**src/include/tasr_map.vh**
```
`ifndef TASR_MAP_VH
`define TASR_MAP_VH
// Field positions of the authentication status word.
`define TASR_ROOT_NI_HI      27
`define TASR_ROOT_NI_LO      26
`define TASR_ROOT_I_HI       25
`define TASR_ROOT_I_LO       24
`define TASR_REALM_NI_HI     15
`define TASR_REALM_NI_LO     14
`define TASR_REALM_I_HI      13
`define TASR_REALM_I_LO      12
`define TASR_HYP_NI_HI       11
`define TASR_HYP_NI_LO       10
`define TASR_HYP_I_HI        9
`define TASR_HYP_I_LO        8
`define TASR_SEC_NI_HI       7
`define TASR_SEC_NI_LO       6
`define TASR_SEC_I_HI        5
`define TASR_SEC_I_LO        4
`define TASR_NS_NI_HI        3
`define TASR_NS_NI_LO        2
`define TASR_NS_I_HI         1
`define TASR_NS_I_LO         0
// Two-bit debug field codes.
`define TASR_DBG_ABSENT      2'h0
`define TASR_DBG_DISABLED    2'h2
`define TASR_DBG_ENABLED     2'h3
// Reset value of the word and of the ext view.
`define TASR_RESET_WORD      64'h0000000000000000
// Exception levels and access outcomes.
`define TASR_EL0             2'h0
`define TASR_EL1             2'h1
`define TASR_EL2             2'h2
`define TASR_EL3             2'h3
`define TASR_RES_OK          2'h0
`define TASR_RES_UNDEF       2'h1
`define TASR_RES_TRAP        2'h2
// Syndrome class reported for a trapped system access.
`define TASR_TRAP_CLASS      6'h18
`endif

```
**src/verilog/tasr_write_check.v**
```verilog
`include "tasr_map.vh"

// Decides the outcome of a write to the trace buffer status register.
module tasr_write_check (
  // Clock and reset
  input  wire       core_clk_i,
  input  wire       reset_n_i,
  // Request
  input  wire       req_i,
  input  wire [1:0] el_i,
  input  wire       trap_el2_i,
  input  wire       trap_el3_i,
  // Outcome
  output reg        done_o,
  output reg  [1:0] result_o,
  output reg  [1:0] trap_el_o
);

  reg [1:0] next_result;
  reg [1:0] next_trap_el;

  always @* begin
    next_result  = `TASR_RES_OK;
    next_trap_el = `TASR_EL0;
    case (el_i)
      `TASR_EL0: begin
        next_result = `TASR_RES_UNDEF;
      end
      `TASR_EL1: begin
        if (trap_el2_i) begin
          next_result  = `TASR_RES_TRAP;
          next_trap_el = `TASR_EL2;
        end else if (trap_el3_i) begin
          next_result  = `TASR_RES_TRAP;
          next_trap_el = `TASR_EL3;
        end
      end
      `TASR_EL2: begin
        if (trap_el3_i) begin
          next_result  = `TASR_RES_TRAP;
          next_trap_el = `TASR_EL3;
        end
      end
      default: begin
        next_result = `TASR_RES_OK;
      end
    endcase
  end

  always @(posedge core_clk_i or negedge reset_n_i) begin
    if (!reset_n_i) begin
      done_o    <= 1'b0;
      result_o  <= `TASR_RES_OK;
      trap_el_o <= `TASR_EL0;
    end else begin
      done_o <= req_i;
      if (req_i) begin
        result_o  <= next_result;
        trap_el_o <= next_trap_el;
      end
    end
  end

endmodule // tasr_write_check

```
**src/verilog/tasr_regs.v**
```verilog
`include "tasr_map.vh"

module tasr_regs #(
  parameter TRACE_PRESENT = 1
) (
  // Clock and reset
  input  wire        core_clk_i,
  input  wire        reset_n_i,
  // Authentication inputs
  input  wire [1:0]  main_root_ni_i,
  input  wire [1:0]  main_realm_ni_i,
  input  wire [1:0]  secure_ni_i,
  input  wire [1:0]  nonsecure_ni_i,
  // System read of the status word
  input  wire        sys_rd_i,
  input  wire [1:0]  sys_el_i,
  output reg         sys_rd_done_o,
  output reg         sys_rd_undef_o,
  output reg  [63:0] sys_rd_data_o,
  // External debugger read
  input  wire        ext_rd_i,
  output reg         ext_rd_done_o,
  output reg  [31:0] ext_rd_data_o,
  // Trace buffer status write check
  input  wire        tbs_wr_i,
  input  wire [1:0]  tbs_el_i,
  input  wire        tbs_trap_el2_i,
  input  wire        tbs_trap_el3_i,
  output reg         tbs_wr_done_o,
  output reg  [1:0]  tbs_wr_result_o,
  output reg  [1:0]  tbs_wr_trap_el_o,
  output reg  [5:0]  tbs_wr_class_o
);

  // Field codes of the status word, one wire per two-bit field.
  wire [1:0]  root_ni_field;
  wire [1:0]  root_i_field;
  wire [1:0]  realm_ni_field;
  wire [1:0]  realm_i_field;
  wire [1:0]  hyp_ni_field;
  wire [1:0]  hyp_i_field;
  wire [1:0]  sec_ni_field;
  wire [1:0]  sec_i_field;
  wire [1:0]  ns_ni_field;
  wire [1:0]  ns_i_field;
  wire        trace_present;

  // Next values of the read and write answers.
  reg  [63:0] next_word;
  reg         next_sys_undef;
  reg  [63:0] next_sys_data;
  reg  [31:0] next_ext_data;
  reg  [5:0]  next_class;

  // Outcome of the write check, one cycle after the request.
  wire        chk_done;
  wire [1:0]  chk_result;
  wire [1:0]  chk_trap_el;

  // The trace feature is fixed at build time, so a parameter stands in for it.
  assign trace_present = (TRACE_PRESENT != 0);

  // Root and realm non-invasive codes are copied, never re-decoded, so the
  // two status registers cannot disagree about them.
  assign root_ni_field  = main_root_ni_i;
  assign root_i_field   = `TASR_DBG_ABSENT;
  assign realm_ni_field = main_realm_ni_i;
  assign realm_i_field  = `TASR_DBG_ABSENT;

  // There is no separate hypervisor enable, so both hyp fields read absent.
  assign hyp_ni_field   = `TASR_DBG_ABSENT;
  assign hyp_i_field    = `TASR_DBG_ABSENT;

  // Secure and non-secure levels come in ready coded; invasive debug is absent.
  assign sec_ni_field   = secure_ni_i;
  assign sec_i_field    = `TASR_DBG_ABSENT;
  assign ns_ni_field    = nonsecure_ni_i;
  assign ns_i_field     = `TASR_DBG_ABSENT;

  // One combinational word feeds both views, so they agree when both are read in the same cycle and the system read is not refused.
  always @* begin
    next_word = `TASR_RESET_WORD;
    next_word[`TASR_ROOT_NI_HI:`TASR_ROOT_NI_LO]   = root_ni_field;
    next_word[`TASR_ROOT_I_HI:`TASR_ROOT_I_LO]     = root_i_field;
    next_word[`TASR_REALM_NI_HI:`TASR_REALM_NI_LO] = realm_ni_field;
    next_word[`TASR_REALM_I_HI:`TASR_REALM_I_LO]   = realm_i_field;
    next_word[`TASR_HYP_NI_HI:`TASR_HYP_NI_LO]     = hyp_ni_field;
    next_word[`TASR_HYP_I_HI:`TASR_HYP_I_LO]       = hyp_i_field;
    next_word[`TASR_SEC_NI_HI:`TASR_SEC_NI_LO]     = sec_ni_field;
    next_word[`TASR_SEC_I_HI:`TASR_SEC_I_LO]       = sec_i_field;
    next_word[`TASR_NS_NI_HI:`TASR_NS_NI_LO]       = ns_ni_field;
    next_word[`TASR_NS_I_HI:`TASR_NS_I_LO]         = ns_i_field;
  end

  // A read at the lowest level, or with no trace feature, is undefined and
  // returns zero rather than the word, so nothing leaks to a refused caller.
  // The level check comes second: with no trace feature every level is refused.
  always @* begin
    next_sys_undef = 1'h0;
    next_sys_data  = `TASR_RESET_WORD;
    if (!trace_present) begin
      next_sys_undef = 1'h1;
    end else if (sys_el_i == `TASR_EL0) begin
      next_sys_undef = 1'h1;
    end else begin
      next_sys_data = next_word;
    end
  end

  // The external view has no level check: the debugger reaches it directly.
  // It also answers with no trace feature; gating that is left to the debug port.
  always @* begin
    next_ext_data = next_word[31:0];
  end

  // Done is a one-cycle pulse that marks the answer of every system read.
  always @(posedge core_clk_i or negedge reset_n_i) begin
    if (!reset_n_i) begin
      sys_rd_done_o <= 1'h0;
    end else begin
      sys_rd_done_o <= sys_rd_i;
    end
  end

  // Undefined is a pulse beside done, never a held flag.
  always @(posedge core_clk_i or negedge reset_n_i) begin
    if (!reset_n_i) begin
      sys_rd_undef_o <= 1'h0;
    end else begin
      sys_rd_undef_o <= sys_rd_i & next_sys_undef;
    end
  end

  // The read data holds until the next read so a slow consumer may take it late.
  always @(posedge core_clk_i or negedge reset_n_i) begin
    if (!reset_n_i) begin
      sys_rd_data_o <= `TASR_RESET_WORD;
    end else if (sys_rd_i) begin
      sys_rd_data_o <= next_sys_data;
    end
  end

  // The debugger gets its own done pulse, independent of any system read.
  always @(posedge core_clk_i or negedge reset_n_i) begin
    if (!reset_n_i) begin
      ext_rd_done_o <= 1'h0;
    end else begin
      ext_rd_done_o <= ext_rd_i;
    end
  end

  // The low word holds between debugger reads, like the system read data.
  always @(posedge core_clk_i or negedge reset_n_i) begin
    if (!reset_n_i) begin
      ext_rd_data_o <= 32'h00000000;
    end else if (ext_rd_i) begin
      ext_rd_data_o <= next_ext_data;
    end
  end

  // The privilege and trap decode of a write lives in its own module so that
  // its priority order can be changed without touching the read paths.
  tasr_write_check u_write_check (
    .core_clk_i (core_clk_i),
    .reset_n_i  (reset_n_i),
    .req_i      (tbs_wr_i),
    .el_i       (tbs_el_i),
    .trap_el2_i (tbs_trap_el2_i),
    .trap_el3_i (tbs_trap_el3_i),
    .done_o     (chk_done),
    .result_o   (chk_result),
    .trap_el_o  (chk_trap_el)
  );

  // The syndrome class is only meaningful for a trap; other outcomes report zero.
  always @* begin
    if (chk_result == `TASR_RES_TRAP) begin
      next_class = `TASR_TRAP_CLASS;
    end else begin
      next_class = 6'h00;
    end
  end

  // Re-registered so every top output comes straight from a flip-flop; this
  // costs one cycle, which is why the write answer lags the read answers.
  always @(posedge core_clk_i or negedge reset_n_i) begin
    if (!reset_n_i) begin
      tbs_wr_done_o <= 1'h0;
    end else begin
      tbs_wr_done_o <= chk_done;
    end
  end

  // The outcome holds after done falls, until the next request's answer.
  always @(posedge core_clk_i or negedge reset_n_i) begin
    if (!reset_n_i) begin
      tbs_wr_result_o <= `TASR_RES_OK;
    end else begin
      tbs_wr_result_o <= chk_result;
    end
  end

  // The trap target is zero unless the outcome is a trap.
  always @(posedge core_clk_i or negedge reset_n_i) begin
    if (!reset_n_i) begin
      tbs_wr_trap_el_o <= `TASR_EL0;
    end else begin
      tbs_wr_trap_el_o <= chk_trap_el;
    end
  end

  // The class follows the outcome in the same cycle, so the two never disagree.
  always @(posedge core_clk_i or negedge reset_n_i) begin
    if (!reset_n_i) begin
      tbs_wr_class_o <= 6'h00;
    end else begin
      tbs_wr_class_o <= next_class;
    end
  end

endmodule // tasr_regs

```
**config.mk**
```make
export PLATFORM = sky130hd
export DESIGN_NAME = tasr_regs
export DESIGN_NICKNAME = d
export VERILOG_FILES = /design/src/verilog/tasr_write_check.v /design/src/verilog/tasr_regs.v
export VERILOG_INCLUDE_DIRS = /design/src /design/src/include
export SDC_FILE = /design/constraint.sdc
export NUM_CORES = 1
export LEC_CHECK = 0
export BUFFER_PORTS_ARGS = -buffer_cell sky130_fd_sc_hd__buf_4
export CAP_MARGIN = 40
export CORE_ASPECT_RATIO = 1.25
export CORE_MARGIN = 3
export CORE_UTILIZATION = 44
export DETAILED_ROUTE_END_ITERATION = 6
export GPL_ROUTABILITY_DRIVEN = 0
export GPL_TIMING_DRIVEN = 0
export PLACE_DENSITY_LB_ADDON = 0.1
export SYNTH_ARGS = -nofsm -noshare
export SYNTH_HDL_FRONTEND = slang
export SYNTH_HIERARCHICAL = 1
export SYNTH_SLANG_ARGS = --single-unit
```
**constraint.sdc**
```tcl
create_clock -name core_clk_i -period 1.6 [get_ports core_clk_i]
set_clock_uncertainty 0.05 [all_clocks]
set_input_delay 0.24 -clock core_clk_i [delete_from_list [all_inputs] [get_ports core_clk_i]]
set_output_delay 0.24 -clock core_clk_i [all_outputs]
set_load 0.005 [all_outputs]
```
[After elaboration in Yosys (flattened, before gate mapping)]
Index checks and enable logic that the tools add are counted.
Storage, ports and cells
  output and inout bits: 110
  bits of input ports: 19
  flip-flop bits (word level): 90
Cells by class
  reduce and logical (&&, ||, !) cells: 2
  bitwise operators: 1
  multiplexer cells: 9
  equal/unequal tests: 3
Operators with widths (count)
  $mux 28: 1
  $mux 2: 4
  $pmux 2 s3: 1
  $mux 5: 1
  $eq 2x2->1 const B: 2
  $logic_not 2->1: 2
  $pmux 2 s2: 1
  $eq 2x1->1 const B: 1
  $and 1x1->1: 1
  $mux 1: 1

[Logic depth before layout (Yosys ltp)]
  depth after elaboration: 3
  mapped depth: 5
  depth with buffers taken out: 5

[Modules after synthesis]
The synthesis kept the hierarchy.
Modules (own cells, without submodules)
  tasr_regs: instances 1, cells each 149, sequential area each 625.6 µm², area an instance 1559.0 µm²
  tasr_write_check: instances 1, cells each 26, sequential area each 125.1 µm², area an instance 280.3 µm²

[Worst setup path before layout]
No wires, ideal clock.
  kind: input to register
  start: input tbs_el_i[1]
  end: register u_write_check.trap_el_o[1]
  library setup time: 118 ps
  arrival: 767 ps
  required time: 1432 ps
  stages: 5
  path buffers: 0
  slack: 664 ps
  cell sequence: inv_1 > ha_1 > a21oi_1 > o21a_1 > nor2_1
On the way
  cells in the longest elaborated chain, start to end: 2
  elaborated cells on any way between the ends: 3
  those cells by class: eq/ne: 2; mux: 1
Ends and longest elaborated chain
  start, declared: line tasr_regs.v:26  | input wire [1:0] tbs_el_i,
  $eq 2x2->1 / $eq 2x1->1 (equally long branches): line tasr_write_check.v:25  | case (el_i)
  $pmux 2 s2 *: line tasr_write_check.v:25
  end signal, assigned: line tasr_write_check.v:54  | trap_el_o <= `TASR_EL0;
  end signal, assigned: line tasr_write_check.v:59  | trap_el_o <= next_trap_el;
  end, declared: line tasr_write_check.v:16  | output reg [1:0] trap_el_o
Mark *: on every way between the ends. The rest lies on a longest branch, timed or not.
A chain may end at the register's enable or synchronous reset.

==> results.toml <==
[final_layout]
final_nets = 333
drive_gt1_share_pct = 48.4
utilization_pct = 67.5
fill_cells = 345
antenna_cells = 0
multiInputGateArea_um2 = 664
area_growth_pct = 43.4
seqCellArea_um2 = 751

[power_and_ir_drop]
seq_power_share_pct = 45.5
switching_share_pct = 24.8
power_density_nw_per_um2 = 715
ir_drop_mv = 0.299
p_int_mw = 1.42
power.total_mw = 1.89
combPwrFrac_pct = 25.8
p_leak_nw = 1.61
power.switching_mw = 0.468
power_frac_clock_pct = 28.6

[sta]
rsz0062_at_grt = "no"
finalHoldViolations = 0
setup_viol = 0
fin_crit_sh_pct = 73.9
slew_viol_final = 0
finalCriticalPeriod_ns = 1.18
fmax_mhz = 846
setup_tns_ns = 0

[synth]
yosysTopAreaCellShare_pct = 40.8
ys_async_sr_fraction_pct = 100
syn_area_per_cell_um2 = 10.5
synth_edf_count = 0
synth.yosys.warnings = 6
syn_inst = 175
netlist_area_um2 = 1840
ys_seq_area_share_pct = 40.8
synth_area_leaders = "dfrtp_1, buf_4, mux2_4, o22ai_1, ha_1"
ys.flop_type = "dfrtp_1"
synthTopCellsByCount = "buf_4, dfrtp_1, inv_1, mux2_4, o22ai_1"
synth-seq-cells = 30
synth_largest_area_cell = "dfrtp_1"
synth_most_common_cell = "buf_4"
synthDistinctLibCells = 18

[worst_setup_path]
cp.arrival_ns = 0.89
startpoint = "tbs_wr_class_o[3]"
endpoint_kind = "output pin"
cp-start-kind = "flip-flop"
cpPeakStageDelay_ns = 0.37
path_common_cell = "buf_4"
crit_type = "reg2out"
worst-endpoint-required_ns = 1.31
slowest_stage = "dfrtp_1"
crit_chain = "buf_4 -> buf_4"
worst-path-max-fanout = 2
crit-reg2reg-launch = "u_write_check/result_o[0]"

[global_routing]
grt_overflow_total = 0
grt_pass1_wl_mm = 5.02
antenna_found_initial = 0
grt_max_degree = 31
grt_pass1_vias = 1217
grt_usage_pct = 12.9

[route]
dr.pass1.iters = 4
vias = 1266
route.detailed.drc = 0
vias_per_cell = 3.48
wl_per_cell_um = 9.16
first_iter_violations = 32
ant_nets = 0
drt-total-wl_mm = 3.33

[clock_network]
cts_root_buf = "clkbuf_8"
worstSkewPairLatency_ns = 0.27
clkTransAtPathRegs_ns = 0.06
cts.htree.levels = 2
cts.path.max_buffers = 2
ctsResizeCount = 0
numCtsBuffers = 5
tritoncts = "done"
cts.sinks = 30
cts_post_setup_buffers_inserted = 0

[min_path]
min_path_type = "in2reg"
hold_path.startpoint = "ext_rd_i"

[run]
drv_cap = 0

[die]
dieArea_um2 = 5000
die_w_um = 63.8
rows = 25
io_pins = 129
core_area_um2 = 3910
dieHeight_um = 78.3
initial_utilization_pct = 47.0

[placement]
io_buffers = 44
dp_hpwl_mm = 2.78

[outcome]
status = "finished, final reports clean"
[metrics by stage]
step / hold slack (ns) / std cells / setup WS (ns) / area, µm²
3_3_place_gp: 0.134 / 356 / 0.514 / 2550
2_1_floorplan: -0.106 / 258 / 0.664 / 2150
6_report: 0.0401 / 364 / 0.418 / 2640
4_1_cts: 0.0315 / 364 / 0.403 / 2640
3_5_place_dp: 0.134 / 356 / 0.468 / 2550
5_1_grt: 0.0352 / 364 / 0.381 / 2640
[cells in the final DEF, fill, tap and decap left out, drive strengths merged]
master,count
mux2,9
a21oi,2
dfrtp,30
nor2b,1
conb,84
mux2i,2
clkbuf,5
clkinv,2
o21a,1
dlygate4sd3,1
buf,133
nor2,4
o22ai,9
and2,1
nand3,1
inv,13
ha,4
nand2,8
[path summary, 6_finish.rpt]
kind / endpoint / slack, ns / cells past startpoint
min in group asynchronous: ext_rd_data_o[7] / 0.38 / 2
min reg2reg: tbs_wr_done_o / 0.30 / 0
max in group asynchronous: tbs_wr_trap_el_o[1] / 0.84 / 2
max: tbs_wr_class_o[4] / 0.42 / 2
min: ext_rd_done_o / 0.04 / 1
max reg2reg: u_write_check/result_o[0] / 0.77 / 1
[area by class of cell]
cell class / instances / share of cell area [%]
well taps: 54 / 2.56
clock inverters: 2 / 0.380
inverters: 13 / 1.85
repair buffers: 45 / 12.9
flip-flops and latches: 30 / 28.5
multi-input cells: 126 / 25.2
plain buffers: 89 / 26.0
clock buffers: 5 / 2.61
[repair_timing]
item / 4_1_cts / 5_1_grt
hold buffers: 1 / 0
hold endpoints to repair: 30 / 0
endpoints found under the setup margin: 0 / 0
[critical path, delay by kind of cell (launching register included)]
| kind | cells | cell delay [ns] |
|---|---|---|
| buf+inv | 2 | 0.25 |
| flops | 1 | 0.37 |
[cell families after synthesis]
| group | after synthesis | synth area share (%) |
|---|---|---|
| AOI/OAI and AO/OA | 12 | 4.01 |
| adders and majority gates | 4 | 2.72 |
| buffers and inverters | 102 | 40.0 |
| DFF | 30 | 40.8 |
| muxes | 11 | 8.44 |
| other | 1 | 0.204 |
| and+or+nand+nor | 15 | 3.81 |
[metal layers]
| layer | share of wire (%) | track usage (%) | up-vias |
|---|---|---|---|
| li1 | - | - | 642 |
| met1 | 37 | 13.0 | 540 |
| met3 | 11 | 5.29 | 6 |
| met4 | 1.7 | 6.48 | 0 |
| met5 | 0 | 0 | - |
| met2 | 50 | 22.4 | 78 |
[power by group through the flow]
stage | Combinational [mW] | Sequential (mW) | Clock, mW
final | 0.487 | 0.858 | 0.540
after CTS | 0.481 | 0.859 | 0.559
after global placement | 0.472 | 0.869 | 0
after global routing | 0.538 | 0.866 | 0.589
after floorplan | 0.303 | 0.874 | 0
after detailed placement | 0.478 | 0.872 | 0
[registers in the layout, indices dropped and copies added, names as in the netlist]
register	cells
tbs_wr_done_o	1
u_write_check/trap_el_o	2
u_write_check/result_o	2
tbs_wr_result_o	2
ext_rd_data_o	8
tbs_wr_trap_el_o	2
u_write_check/done_o	1
sys_rd_undef_o	1
sys_rd_data_o	8
tbs_wr_class_o	1
sys_rd_done_o	1
ext_rd_done_o	1
(Power assumes the default switching activity.)
